`src/shared/epc_map.vh`:
```
`ifndef EPC_MAP_VH
`define EPC_MAP_VH

// ----------------------------------------
// register offsets (byte addresses)
// ----------------------------------------
`define EPC_OFF_CTRL    12'h000
`define EPC_OFF_RELOAD  12'h004
`define EPC_OFF_POS     12'h008
`define EPC_OFF_SAVE    12'h00c
`define EPC_OFF_STATUS  12'h010

// ----------------------------------------
// control fields
// ----------------------------------------
`define EPC_CTRL_ARM     0
`define EPC_CTRL_MODE_LO 1
`define EPC_CTRL_MODE_HI 2
`define EPC_CTRL_ZEN     3
`define EPC_CTRL_PH_LO   4
`define EPC_CTRL_PH_HI   5
`define EPC_CTRL_BUF     6
`define EPC_CTRL_SCPOL   7
`define EPC_CTRL_RST     8'h00

// ----------------------------------------
// decode modes
// ----------------------------------------
`define EPC_MODE_SINGLE_EDGE_DECODE 2'h0
`define EPC_MODE_DOUBLE_EDGE_DECODE 2'h1
`define EPC_MODE_QUAD_EDGE_DECODE   2'h2
`define EPC_MODE_TWO     2'h3

// ----------------------------------------
// status fields
// ----------------------------------------
`define EPC_ST_ARMED     0
`define EPC_ST_SVALID    1
`define EPC_ST_OVR       2
`define EPC_ST_A         3
`define EPC_ST_B         4
`define EPC_ST_Z         5

// ----------------------------------------
// bus answers
// ----------------------------------------
`define EPC_RESP_OKAY    2'h0
`define EPC_RESP_SLVERR  2'h2

`endif
```
`src/core/epc_quad_step.v`:
```
`timescale 1ns/10ps
`include "epc_map.vh"
// ----------------------------------------
// per-edge count step for all decode modes
// ----------------------------------------
module epc_quad_step
(
  // decode mode
  input  wire [1:0] mode,
  // synchronised levels and edges
  input  wire       a_lvl,
  input  wire       b_lvl,
  input  wire       a_rise,
  input  wire       a_fall,
  input  wire       b_rise,
  input  wire       b_fall,
  // step request
  output reg        inc,
  output reg        dec
);

  // a leads b when a moves to differ from b, or b moves to match a
  wire a_edge;
  wire b_edge;
  wire a_dir_up;
  wire b_dir_up;

  assign a_edge   = a_rise | a_fall;
  assign b_edge   = b_rise | b_fall;
  assign a_dir_up = (a_lvl != b_lvl);
  assign b_dir_up = (a_lvl == b_lvl);

  always @*
  begin
    inc = 1'b0;
    dec = 1'b0;
    case (mode)
      `EPC_MODE_SINGLE_EDGE_DECODE:
      begin
        inc = a_rise & ~b_lvl;
        dec = a_fall & ~b_lvl;
      end
      `EPC_MODE_DOUBLE_EDGE_DECODE:
      begin
        inc = a_edge & a_dir_up;
        dec = a_edge & ~a_dir_up;
      end
      `EPC_MODE_QUAD_EDGE_DECODE:
      begin
        // simultaneous a and b edges are illegal quadrature: dropped
        inc = (a_edge & ~b_edge & a_dir_up) |
              (b_edge & ~a_edge & b_dir_up);
        dec = (a_edge & ~b_edge & ~a_dir_up) |
              (b_edge & ~a_edge & ~b_dir_up);
      end
      `EPC_MODE_TWO:
      begin
        // both rising together cancel out
        inc = a_rise & ~b_rise;
        dec = b_rise & ~a_rise;
      end
      default:
      begin
        inc = 1'b0;
        dec = 1'b0;
      end
    endcase
  end

endmodule

```
`src/core/epc_sync_edge.v`:
```
`timescale 1ns/10ps
// ----------------------------------------
// two-flop synchroniser with edge detect
// ----------------------------------------
module epc_sync_edge
(
  // clock and reset
  input  wire ref_clk,
  input  wire arst_n,
  // pin side
  input  wire pin_in,
  // synchronised side
  output reg  level,
  output wire rise,
  output wire fall
);

  reg meta_reg;
  reg prev_reg;

  // first flop feeds only the second
  always @(posedge ref_clk or negedge arst_n)
  begin
    if (!arst_n)
    begin
      meta_reg <= 1'b0;
      level    <= 1'b0;
      prev_reg <= 1'b0;
    end
    else
    begin
      meta_reg <= pin_in;
      level    <= meta_reg;
      prev_reg <= level;
    end
  end

  assign rise = level & ~prev_reg;
  assign fall = ~level & prev_reg;

endmodule

```
`src/core/epc_top.v`:
```
// Implementation choices: the AXI4-Lite register port and the register addresses.
`timescale 1ns/10ps
`include "epc_map.vh"
module epc_top
#(
  parameter CNT_W = 32
)
(
  // clock and reset
  input  wire             ref_clk,
  input  wire             arst_n,
  // encoder pins
  input  wire             enc_a,
  input  wire             enc_b,
  input  wire             enc_z,
  input  wire             sample_clk,
  // axi4-lite write address
  input  wire [11:0]      s_axi_awaddr,
  input  wire             s_axi_awvalid,
  output reg              s_axi_awready,
  // axi4-lite write data
  input  wire [31:0]      s_axi_wdata,
  input  wire [3:0]       s_axi_wstrb,
  input  wire             s_axi_wvalid,
  output reg              s_axi_wready,
  // axi4-lite write response
  output reg  [1:0]       s_axi_bresp,
  output reg              s_axi_bvalid,
  input  wire             s_axi_bready,
  // axi4-lite read address
  input  wire [11:0]      s_axi_araddr,
  input  wire             s_axi_arvalid,
  output reg              s_axi_arready,
  // axi4-lite read data
  output reg  [31:0]      s_axi_rdata,
  output reg  [1:0]       s_axi_rresp,
  output reg              s_axi_rvalid,
  input  wire             s_axi_rready,
  // sample strobe to the transfer engine
  output reg              sample_valid
);

  // ----------------------------------------
  // input synchronisers
  // ----------------------------------------
  wire a_lvl;
  wire a_rise;
  wire a_fall;
  wire b_lvl;
  wire b_rise;
  wire b_fall;
  wire z_lvl;
  wire sc_rise;
  wire sc_fall;

  epc_sync_edge u_sync_a
  (
    .ref_clk (ref_clk),
    .arst_n  (arst_n),
    .pin_in  (enc_a),
    .level   (a_lvl),
    .rise    (a_rise),
    .fall    (a_fall)
  );

  epc_sync_edge u_sync_b
  (
    .ref_clk (ref_clk),
    .arst_n  (arst_n),
    .pin_in  (enc_b),
    .level   (b_lvl),
    .rise    (b_rise),
    .fall    (b_fall)
  );

  epc_sync_edge u_sync_z
  (
    .ref_clk (ref_clk),
    .arst_n  (arst_n),
    .pin_in  (enc_z),
    .level   (z_lvl),
    .rise    (),
    .fall    ()
  );

  epc_sync_edge u_sync_sc
  (
    .ref_clk (ref_clk),
    .arst_n  (arst_n),
    .pin_in  (sample_clk),
    .level   (),
    .rise    (sc_rise),
    .fall    (sc_fall)
  );

  // ----------------------------------------
  // registers
  // ----------------------------------------
  reg  [7:0]       ctrl_reg;
  reg  [CNT_W-1:0] reload_reg;
  reg  [CNT_W-1:0] pos_reg;
  reg  [CNT_W-1:0] save_reg;
  reg              svalid_reg;
  reg              ovr_reg;
  reg              armed_reg;
  reg              rearm_reg;

  wire [1:0] mode;
  wire [1:0] phase_sel;
  wire       zen;
  wire       buf_en;
  wire       sc_pol;

  assign mode      = ctrl_reg[`EPC_CTRL_MODE_HI:`EPC_CTRL_MODE_LO];
  assign phase_sel = ctrl_reg[`EPC_CTRL_PH_HI:`EPC_CTRL_PH_LO];
  assign zen       = ctrl_reg[`EPC_CTRL_ZEN];
  assign buf_en    = ctrl_reg[`EPC_CTRL_BUF];
  assign sc_pol    = ctrl_reg[`EPC_CTRL_SCPOL];

  // ----------------------------------------
  // count decision
  // ----------------------------------------
  wire inc;
  wire dec;

  epc_quad_step u_step
  (
    .mode   (mode),
    .a_lvl  (a_lvl),
    .b_lvl  (b_lvl),
    .a_rise (a_rise),
    .a_fall (a_fall),
    .b_rise (b_rise),
    .b_fall (b_fall),
    .inc    (inc),
    .dec    (dec)
  );

  // phase code is {b,a}; index only meaningful in quadrature modes
  wire in_phase;
  wire do_reload;
  wire sc_edge;

  assign in_phase  = ({b_lvl, a_lvl} == phase_sel);
  assign do_reload = armed_reg & zen & z_lvl & in_phase &
                     (mode != `EPC_MODE_TWO);
  assign sc_edge   = sc_pol ? sc_fall : sc_rise;

  // ----------------------------------------
  // position counter
  // ----------------------------------------
  reg [CNT_W-1:0] pos_next;

  always @*
  begin
    pos_next = pos_reg;
    if (armed_reg)
    begin
      if (inc)
        pos_next = pos_reg + {{(CNT_W-1){1'b0}}, 1'b1};
      else if (dec)
        pos_next = pos_reg - {{(CNT_W-1){1'b0}}, 1'b1};
    end
  end

  // the step lands this cycle; a reload seen in the same cycle is
  // applied on the next one, after the step, within one clock
  reg reload_pend_reg;

  always @(posedge ref_clk or negedge arst_n)
  begin
    if (!arst_n)
    begin
      pos_reg         <= {CNT_W{1'b0}};
      reload_pend_reg <= 1'b0;
    end
    else if (rearm_reg)
    begin
      pos_reg         <= {CNT_W{1'b0}};
      reload_pend_reg <= 1'b0;
    end
    else if (reload_pend_reg)
    begin
      pos_reg         <= reload_reg;
      reload_pend_reg <= 1'b0;
    end
    else
    begin
      pos_reg         <= pos_next;
      reload_pend_reg <= do_reload & (inc | dec);
      if (do_reload & ~inc & ~dec)
        pos_reg <= reload_reg;
    end
  end

  // ----------------------------------------
  // buffered capture
  // ----------------------------------------
  wire clr_save;

  always @(posedge ref_clk or negedge arst_n)
  begin
    if (!arst_n)
    begin
      save_reg     <= {CNT_W{1'b0}};
      svalid_reg   <= 1'b0;
      ovr_reg      <= 1'b0;
      sample_valid <= 1'b0;
    end
    else
    begin
      sample_valid <= 1'b0;
      if (armed_reg & buf_en & sc_edge)
      begin
        save_reg     <= pos_reg;
        sample_valid <= 1'b1;
        svalid_reg   <= 1'b1;
        if (svalid_reg & ~clr_save)
          ovr_reg <= 1'b1;
      end
      else if (clr_save)
      begin
        svalid_reg <= 1'b0;
        ovr_reg    <= 1'b0;
      end
    end
  end

  // ----------------------------------------
  // axi4-lite write
  // ----------------------------------------
  reg  [11:0] aw_addr_reg;
  reg         aw_have_reg;
  reg  [31:0] w_data_reg;
  reg  [3:0]  w_strb_reg;
  reg         w_have_reg;
  wire        wr_go;

  assign wr_go = aw_have_reg & w_have_reg & ~s_axi_bvalid;

  always @(posedge ref_clk or negedge arst_n)
  begin
    if (!arst_n)
    begin
      s_axi_awready <= 1'b1;
      s_axi_wready  <= 1'b1;
      s_axi_bvalid  <= 1'b0;
      s_axi_bresp   <= `EPC_RESP_OKAY;
      aw_have_reg   <= 1'b0;
      w_have_reg    <= 1'b0;
      aw_addr_reg   <= 12'h000;
      w_data_reg    <= 32'h0000_0000;
      w_strb_reg    <= 4'h0;
      ctrl_reg      <= `EPC_CTRL_RST;
      reload_reg    <= {CNT_W{1'b0}};
      armed_reg     <= 1'b0;
      rearm_reg     <= 1'b0;
    end
    else
    begin
      rearm_reg <= 1'b0;
      if (s_axi_awvalid & s_axi_awready)
      begin
        aw_addr_reg   <= s_axi_awaddr;
        aw_have_reg   <= 1'b1;
        s_axi_awready <= 1'b0;
      end
      if (s_axi_wvalid & s_axi_wready)
      begin
        w_data_reg   <= s_axi_wdata;
        w_strb_reg   <= s_axi_wstrb;
        w_have_reg   <= 1'b1;
        s_axi_wready <= 1'b0;
      end
      if (wr_go)
      begin
        aw_have_reg  <= 1'b0;
        w_have_reg   <= 1'b0;
        s_axi_bvalid <= 1'b1;
        s_axi_bresp  <= `EPC_RESP_OKAY;
        case (aw_addr_reg)
          `EPC_OFF_CTRL:
          begin
            if (w_strb_reg[0])
            begin
              ctrl_reg  <= w_data_reg[7:0];
              // a fresh arm clears the count
              rearm_reg <= w_data_reg[`EPC_CTRL_ARM] & ~armed_reg;
              armed_reg <= w_data_reg[`EPC_CTRL_ARM];
            end
          end
          `EPC_OFF_RELOAD:
          begin
            if (w_strb_reg[0]) reload_reg[7:0]   <= w_data_reg[7:0];
            if (w_strb_reg[1]) reload_reg[15:8]  <= w_data_reg[15:8];
            if (w_strb_reg[2]) reload_reg[23:16] <= w_data_reg[23:16];
            if (w_strb_reg[3]) reload_reg[31:24] <= w_data_reg[31:24];
          end
          `EPC_OFF_POS,
          `EPC_OFF_SAVE,
          `EPC_OFF_STATUS:
            s_axi_bresp <= `EPC_RESP_OKAY;
          default:
            s_axi_bresp <= `EPC_RESP_SLVERR;
        endcase
      end
      if (s_axi_bvalid & s_axi_bready)
      begin
        s_axi_bvalid  <= 1'b0;
        s_axi_awready <= 1'b1;
        s_axi_wready  <= 1'b1;
      end
    end
  end

  // ----------------------------------------
  // axi4-lite read
  // ----------------------------------------
  // reading the save register consumes the queued sample
  assign clr_save = s_axi_arvalid & s_axi_arready &
                    (s_axi_araddr == `EPC_OFF_SAVE);

  always @(posedge ref_clk or negedge arst_n)
  begin
    if (!arst_n)
    begin
      s_axi_arready <= 1'b1;
      s_axi_rvalid  <= 1'b0;
      s_axi_rdata   <= 32'h0000_0000;
      s_axi_rresp   <= `EPC_RESP_OKAY;
    end
    else
    begin
      if (s_axi_arvalid & s_axi_arready)
      begin
        s_axi_arready <= 1'b0;
        s_axi_rvalid  <= 1'b1;
        s_axi_rresp   <= `EPC_RESP_OKAY;
        case (s_axi_araddr)
          `EPC_OFF_CTRL:
            s_axi_rdata <= {24'h00_0000, ctrl_reg};
          `EPC_OFF_RELOAD:
            s_axi_rdata <= reload_reg;
          `EPC_OFF_POS:
            s_axi_rdata <= pos_reg;
          `EPC_OFF_SAVE:
            s_axi_rdata <= save_reg;
          `EPC_OFF_STATUS:
            s_axi_rdata <= {26'h000_0000, z_lvl, b_lvl, a_lvl,
                            ovr_reg, svalid_reg, armed_reg};
          default:
          begin
            s_axi_rdata <= 32'h0000_0000;
            s_axi_rresp <= `EPC_RESP_SLVERR;
          end
        endcase
      end
      if (s_axi_rvalid & s_axi_rready)
      begin
        s_axi_rvalid  <= 1'b0;
        s_axi_arready <= 1'b1;
      end
    end
  end

endmodule

```
`config.mk`:
```
export PLATFORM = sky130hd
export DESIGN_NAME = epc_top
export DESIGN_NICKNAME = d
export VERILOG_FILES = /design/src/core/epc_quad_step.v /design/src/core/epc_sync_edge.v /design/src/core/epc_top.v
export VERILOG_INCLUDE_DIRS = /design/src /design/src/shared
export SDC_FILE = /design/constraint.sdc
export NUM_CORES = 1
export LEC_CHECK = 0
export BUFFER_PORTS_ARGS = -buffer_cell sky130_fd_sc_hd__buf_2
export CAP_MARGIN = 25
export CORE_MARGIN = 2
export CORE_UTILIZATION = 53
export DETAILED_ROUTE_END_ITERATION = 7
export GPL_TIMING_DRIVEN = 0
export PLACE_DENSITY = 0.75
export SLEW_MARGIN = 5
export SYNTH_ARGS = -nofsm -noshare
export SYNTH_HDL_FRONTEND = slang
export SYNTH_SLANG_ARGS = --single-unit
```
`constraint.sdc`:
```
create_clock -name ref_clk -period 4.2 [get_ports ref_clk]
set_clock_uncertainty 0.15 [all_clocks]
set_input_delay 0.42 -clock ref_clk [delete_from_list [all_inputs] [get_ports ref_clk]]
set_output_delay 0.42 -clock ref_clk [all_outputs]
set_load 0.03 [all_outputs]
```
==> results.yml <==
pwr:
  power_per_cell_area_nw_per_um2: 430.2
  totalPowerFinal_mw: 5.660
  vdd_ir_drop_max_mv: 0.3542
  power_leakage_nw: 6.240
setup_path:
  critical_path.endpoint_type: "flop"
  path_class: "reg -> reg"
  regToRegSetupSlack_ns: 0.04
  worstPathRequired_ns: 4.41
  timing.critical_path.to: "pos_reg[29]"
  r2r_cells: 16
  startpoint_type: "flop"
  path_max_fanout: 8
  cp-startpoint: "u_sync_b.level"
  r2r_start: "u_sync_b.level"
  arrival_ns: 4.38
  rr_endpoint: "pos_reg[29]"
detailed_routing:
  post_drt_via_cell_ratio: 5.844
  via_count: 8403
  postRouteAntennaNets: 0
  drt-pass1-iter-count: 5
  drt_iter0_drc: 571
  route.detailed.drc: 0
  route.detailed.wl_per_inst_um: 19.35
  postRouteWirelength_um: 27830
timing:
  period_needed_ns: 4.163
  setup_tns_ns: 0
  final-max-slew-violation-count: 0
  max_slew.worst_pin.slew_ns: 0.9218
  rsz0062_at_grt: "yes"
  final.hold.worst_slack_ns: -0.0006118
  post-route-worst-setup-slack_ns: 0.03684
  setup_viol: 0
  period_utilization_pct: 99.12
  finalHoldViolations: 1
  slew-limit-headroom_pct: 38.08
  fmaxAchievable_mhz: 240.2
logic_synthesis:
  postSynth.asyncResetShare_pct: 100.0
  netlist_area_sq_um: 10470
  synth_enable_flop_cells: 0
  instance_count_of_the_mapped_netlist: 955
  synth-main-ff-cell: "dfrtp_1"
  synth_cell_type_count: 68
  synth-warning-count: 0
  synthesis.area_per_instance_sq_um: 10.97
  ys_seq_area_share_pct: 49.98
  ys_seq_elements: 209
clock_tree:
  cts_tree: "done"
  max-clock-path-buffers: 3
  clk_transition_reported_paths_ns: 0.06
  cts_sinks: 209
  root_buffer: "clkbuf_16"
  clock_latency_reported_for_the_late_side_of_the_worst_skew_pair_ns: 0.51
  htree_levels: 1
  cts_inserted_buffers: 23
global_routing:
  grt_util_all_layers_pct: 26.72
  grt_max_degree: 120
  grt_first_pass_wirelength_um: 43150
  initial_antenna_violation_count: 0
  vias_in_the_first_global_route: 8158
  gr-total-overflow: 0
floorplan:
  die_area_sq_um: 20900
  rows: 51
  start_util_pct: 53.99
  i_o_pin_total: 113
  placeableCoreArea_sq_um: 19400
  floorplan.die.width_um: 144.6
  die-height_um: 144.6
place:
  place_area_sq_um: 11400
  port_buffers: 109
  gp_congestion: 0.9309
  dp_hpwl_um: 18180
  dp_worst_setup_slack_ns: -0.5016
outcome:
  violations: "hold timing"
  run_status: "finished, violations left"
final_layout:
  areaGrowthSynthToFinish_pct: 25.62
  final_design_area_no_fill_sq_um: 13160
  drive_above_1_share_pct: 30.52
  commonest_non_fill_non_tap_cell_in_the_layout: "dfrtp_1"
  fill_cells: 1462
  utilization_pct: 67.81
  fin_nets: 1267
  antennaDiodeCount: 0
  layout_common_cells: "204 x dfrtp_1, 121 x mux2_2, 110 x buf_2, 81 x nand2_1, 71 x o21ai_0"
flow_run:
  max_cap_violations: 0
hold_path:
  hold_path_class: "in -> reg"
[final cells by class]
type | count | area, sq um | area share, %
plain buffers | 41 | 198.9 | 1.512
clock buffers | 32 | 649.4 | 4.936
clock inverters | 8 | 117.6 | 0.8940
inverters | 18 | 67.56 | 0.5136
multi-input cells | 688 | 5309 | 40.36
flip-flops and latches | 209 | 5236 | 39.80
well taps | 265 | 331.6 | 2.520
repair buffers | 177 | 1245 | 9.464
[per-layer routing]
layer	part of all wire, %	routed length, um	vias up	track usage [%]
met5	0	0	-	0
li1	-	-	3853	-
met2	47	13120	284	43.05
met1	42	11820	4205	36.66
met3	7.5	2080	61	5.232
met4	2.9	807	0	8.585
[worst max-delay path, cell delays in order (launching register included)]
cell     delay [ns]
dfrtp_2        0.44
ha_4           0.29
a21oi_1        0.07
or4b_1         0.48
and3_4         0.21
buf_12         0.15
buf_12         0.15
buf_6          0.13
ha_4           0.23
and3_1         0.18
a31o_4         0.26
a211o_1        0.30
a311o_1        0.40
a21o_1         0.20
a21oi_2        0.13
xor2_1         0.16
o21ai_1        0.08
[cell usage after synthesis (all sizes together), types with 3 or more instances]
cell	count	area share (%)
a2111oi	3	0.25
a211oi	3	0.26
a21o	13	0.93
a21oi	71	3.4
a221oi	8	0.67
a22o	3	0.25
a22oi	8	0.57
a31o	3	0.25
a31oi	10	0.66
and2	4	0.24
and3	12	0.72
buf	11	0.74
clkbuf	30	1.1
dfrtp	206	49
dfstp	3	0.75
ha	37	4.4
inv	18	0.65
mux2	121	13
mux2i	37	3.5
nand2	82	3.0
nand2b	6	0.36
nand3	9	0.43
nand4	3	0.18
nor2	65	2.3
nor2b	4	0.24
nor3	12	0.68
nor3b	3	0.22
o211ai	3	0.22
o21a	6	0.43
o21ai	91	4.3
o31ai	3	0.22
xnor2	10	0.84
xor2	22	1.8
[how the worst min path moves through the flow]
| stage | slack (ns) | cells past startpoint | start | end |
|---|---|---|---|---|
| 2_1_floorplan | -0.03 | 0 | arst_n | aw_addr_reg[0] |
| 3_3_place_gp | 0.18 | 0 | u_sync_sc.meta_reg | u_sync_sc.level |
| 3_5_place_dp | 0.19 | 0 | u_sync_sc.meta_reg | u_sync_sc.level |
| 4_1_cts | 0.000001 | 2 | s_axi_wdata[2] | w_data_reg[2] |
| 5_1_grt | 0.002 | 2 | s_axi_wdata[21] | w_data_reg[21] |
| 6_report | -0.0006 | 2 | s_axi_wdata[2] | w_data_reg[2] |
[where the power goes]
part	internal [mW]	switching, mW	leakage [nW]	total [mW]
registers	2.30	0.185	2.77	2.49
clock network	1.26	0.794	0.376	2.05
logic	0.594	0.528	3.10	1.12
[metrics by stage]
stage	std cells	hold slack [ns]
floorplan	956	-0.02559
finish	1438	-0.0006118
CTS	1427	0.000001388
global route	1438	0.001579
detailed placement	1331	0.1856
global placement	1330	0.1816
[cells by family after synthesis]
logic type      synth area share, %
compound gates                14.31
xor+xnor                      2.676
fa+ha+maj                     4.612
buf+inv                       2.461
flops                         49.98
mux                           16.55
other cells                 0.03581
simple gates                  9.379
[timing repair]
item,CTS,global route
gates cloned,1,1
endpoints found under the setup margin,12,6
resized for setup,33,29
hold buffers,39,1
pin swaps,11,18
endpoints found under the hold margin,124,1
setup buffers,16,9
Power figures use the tool's default switching activity.
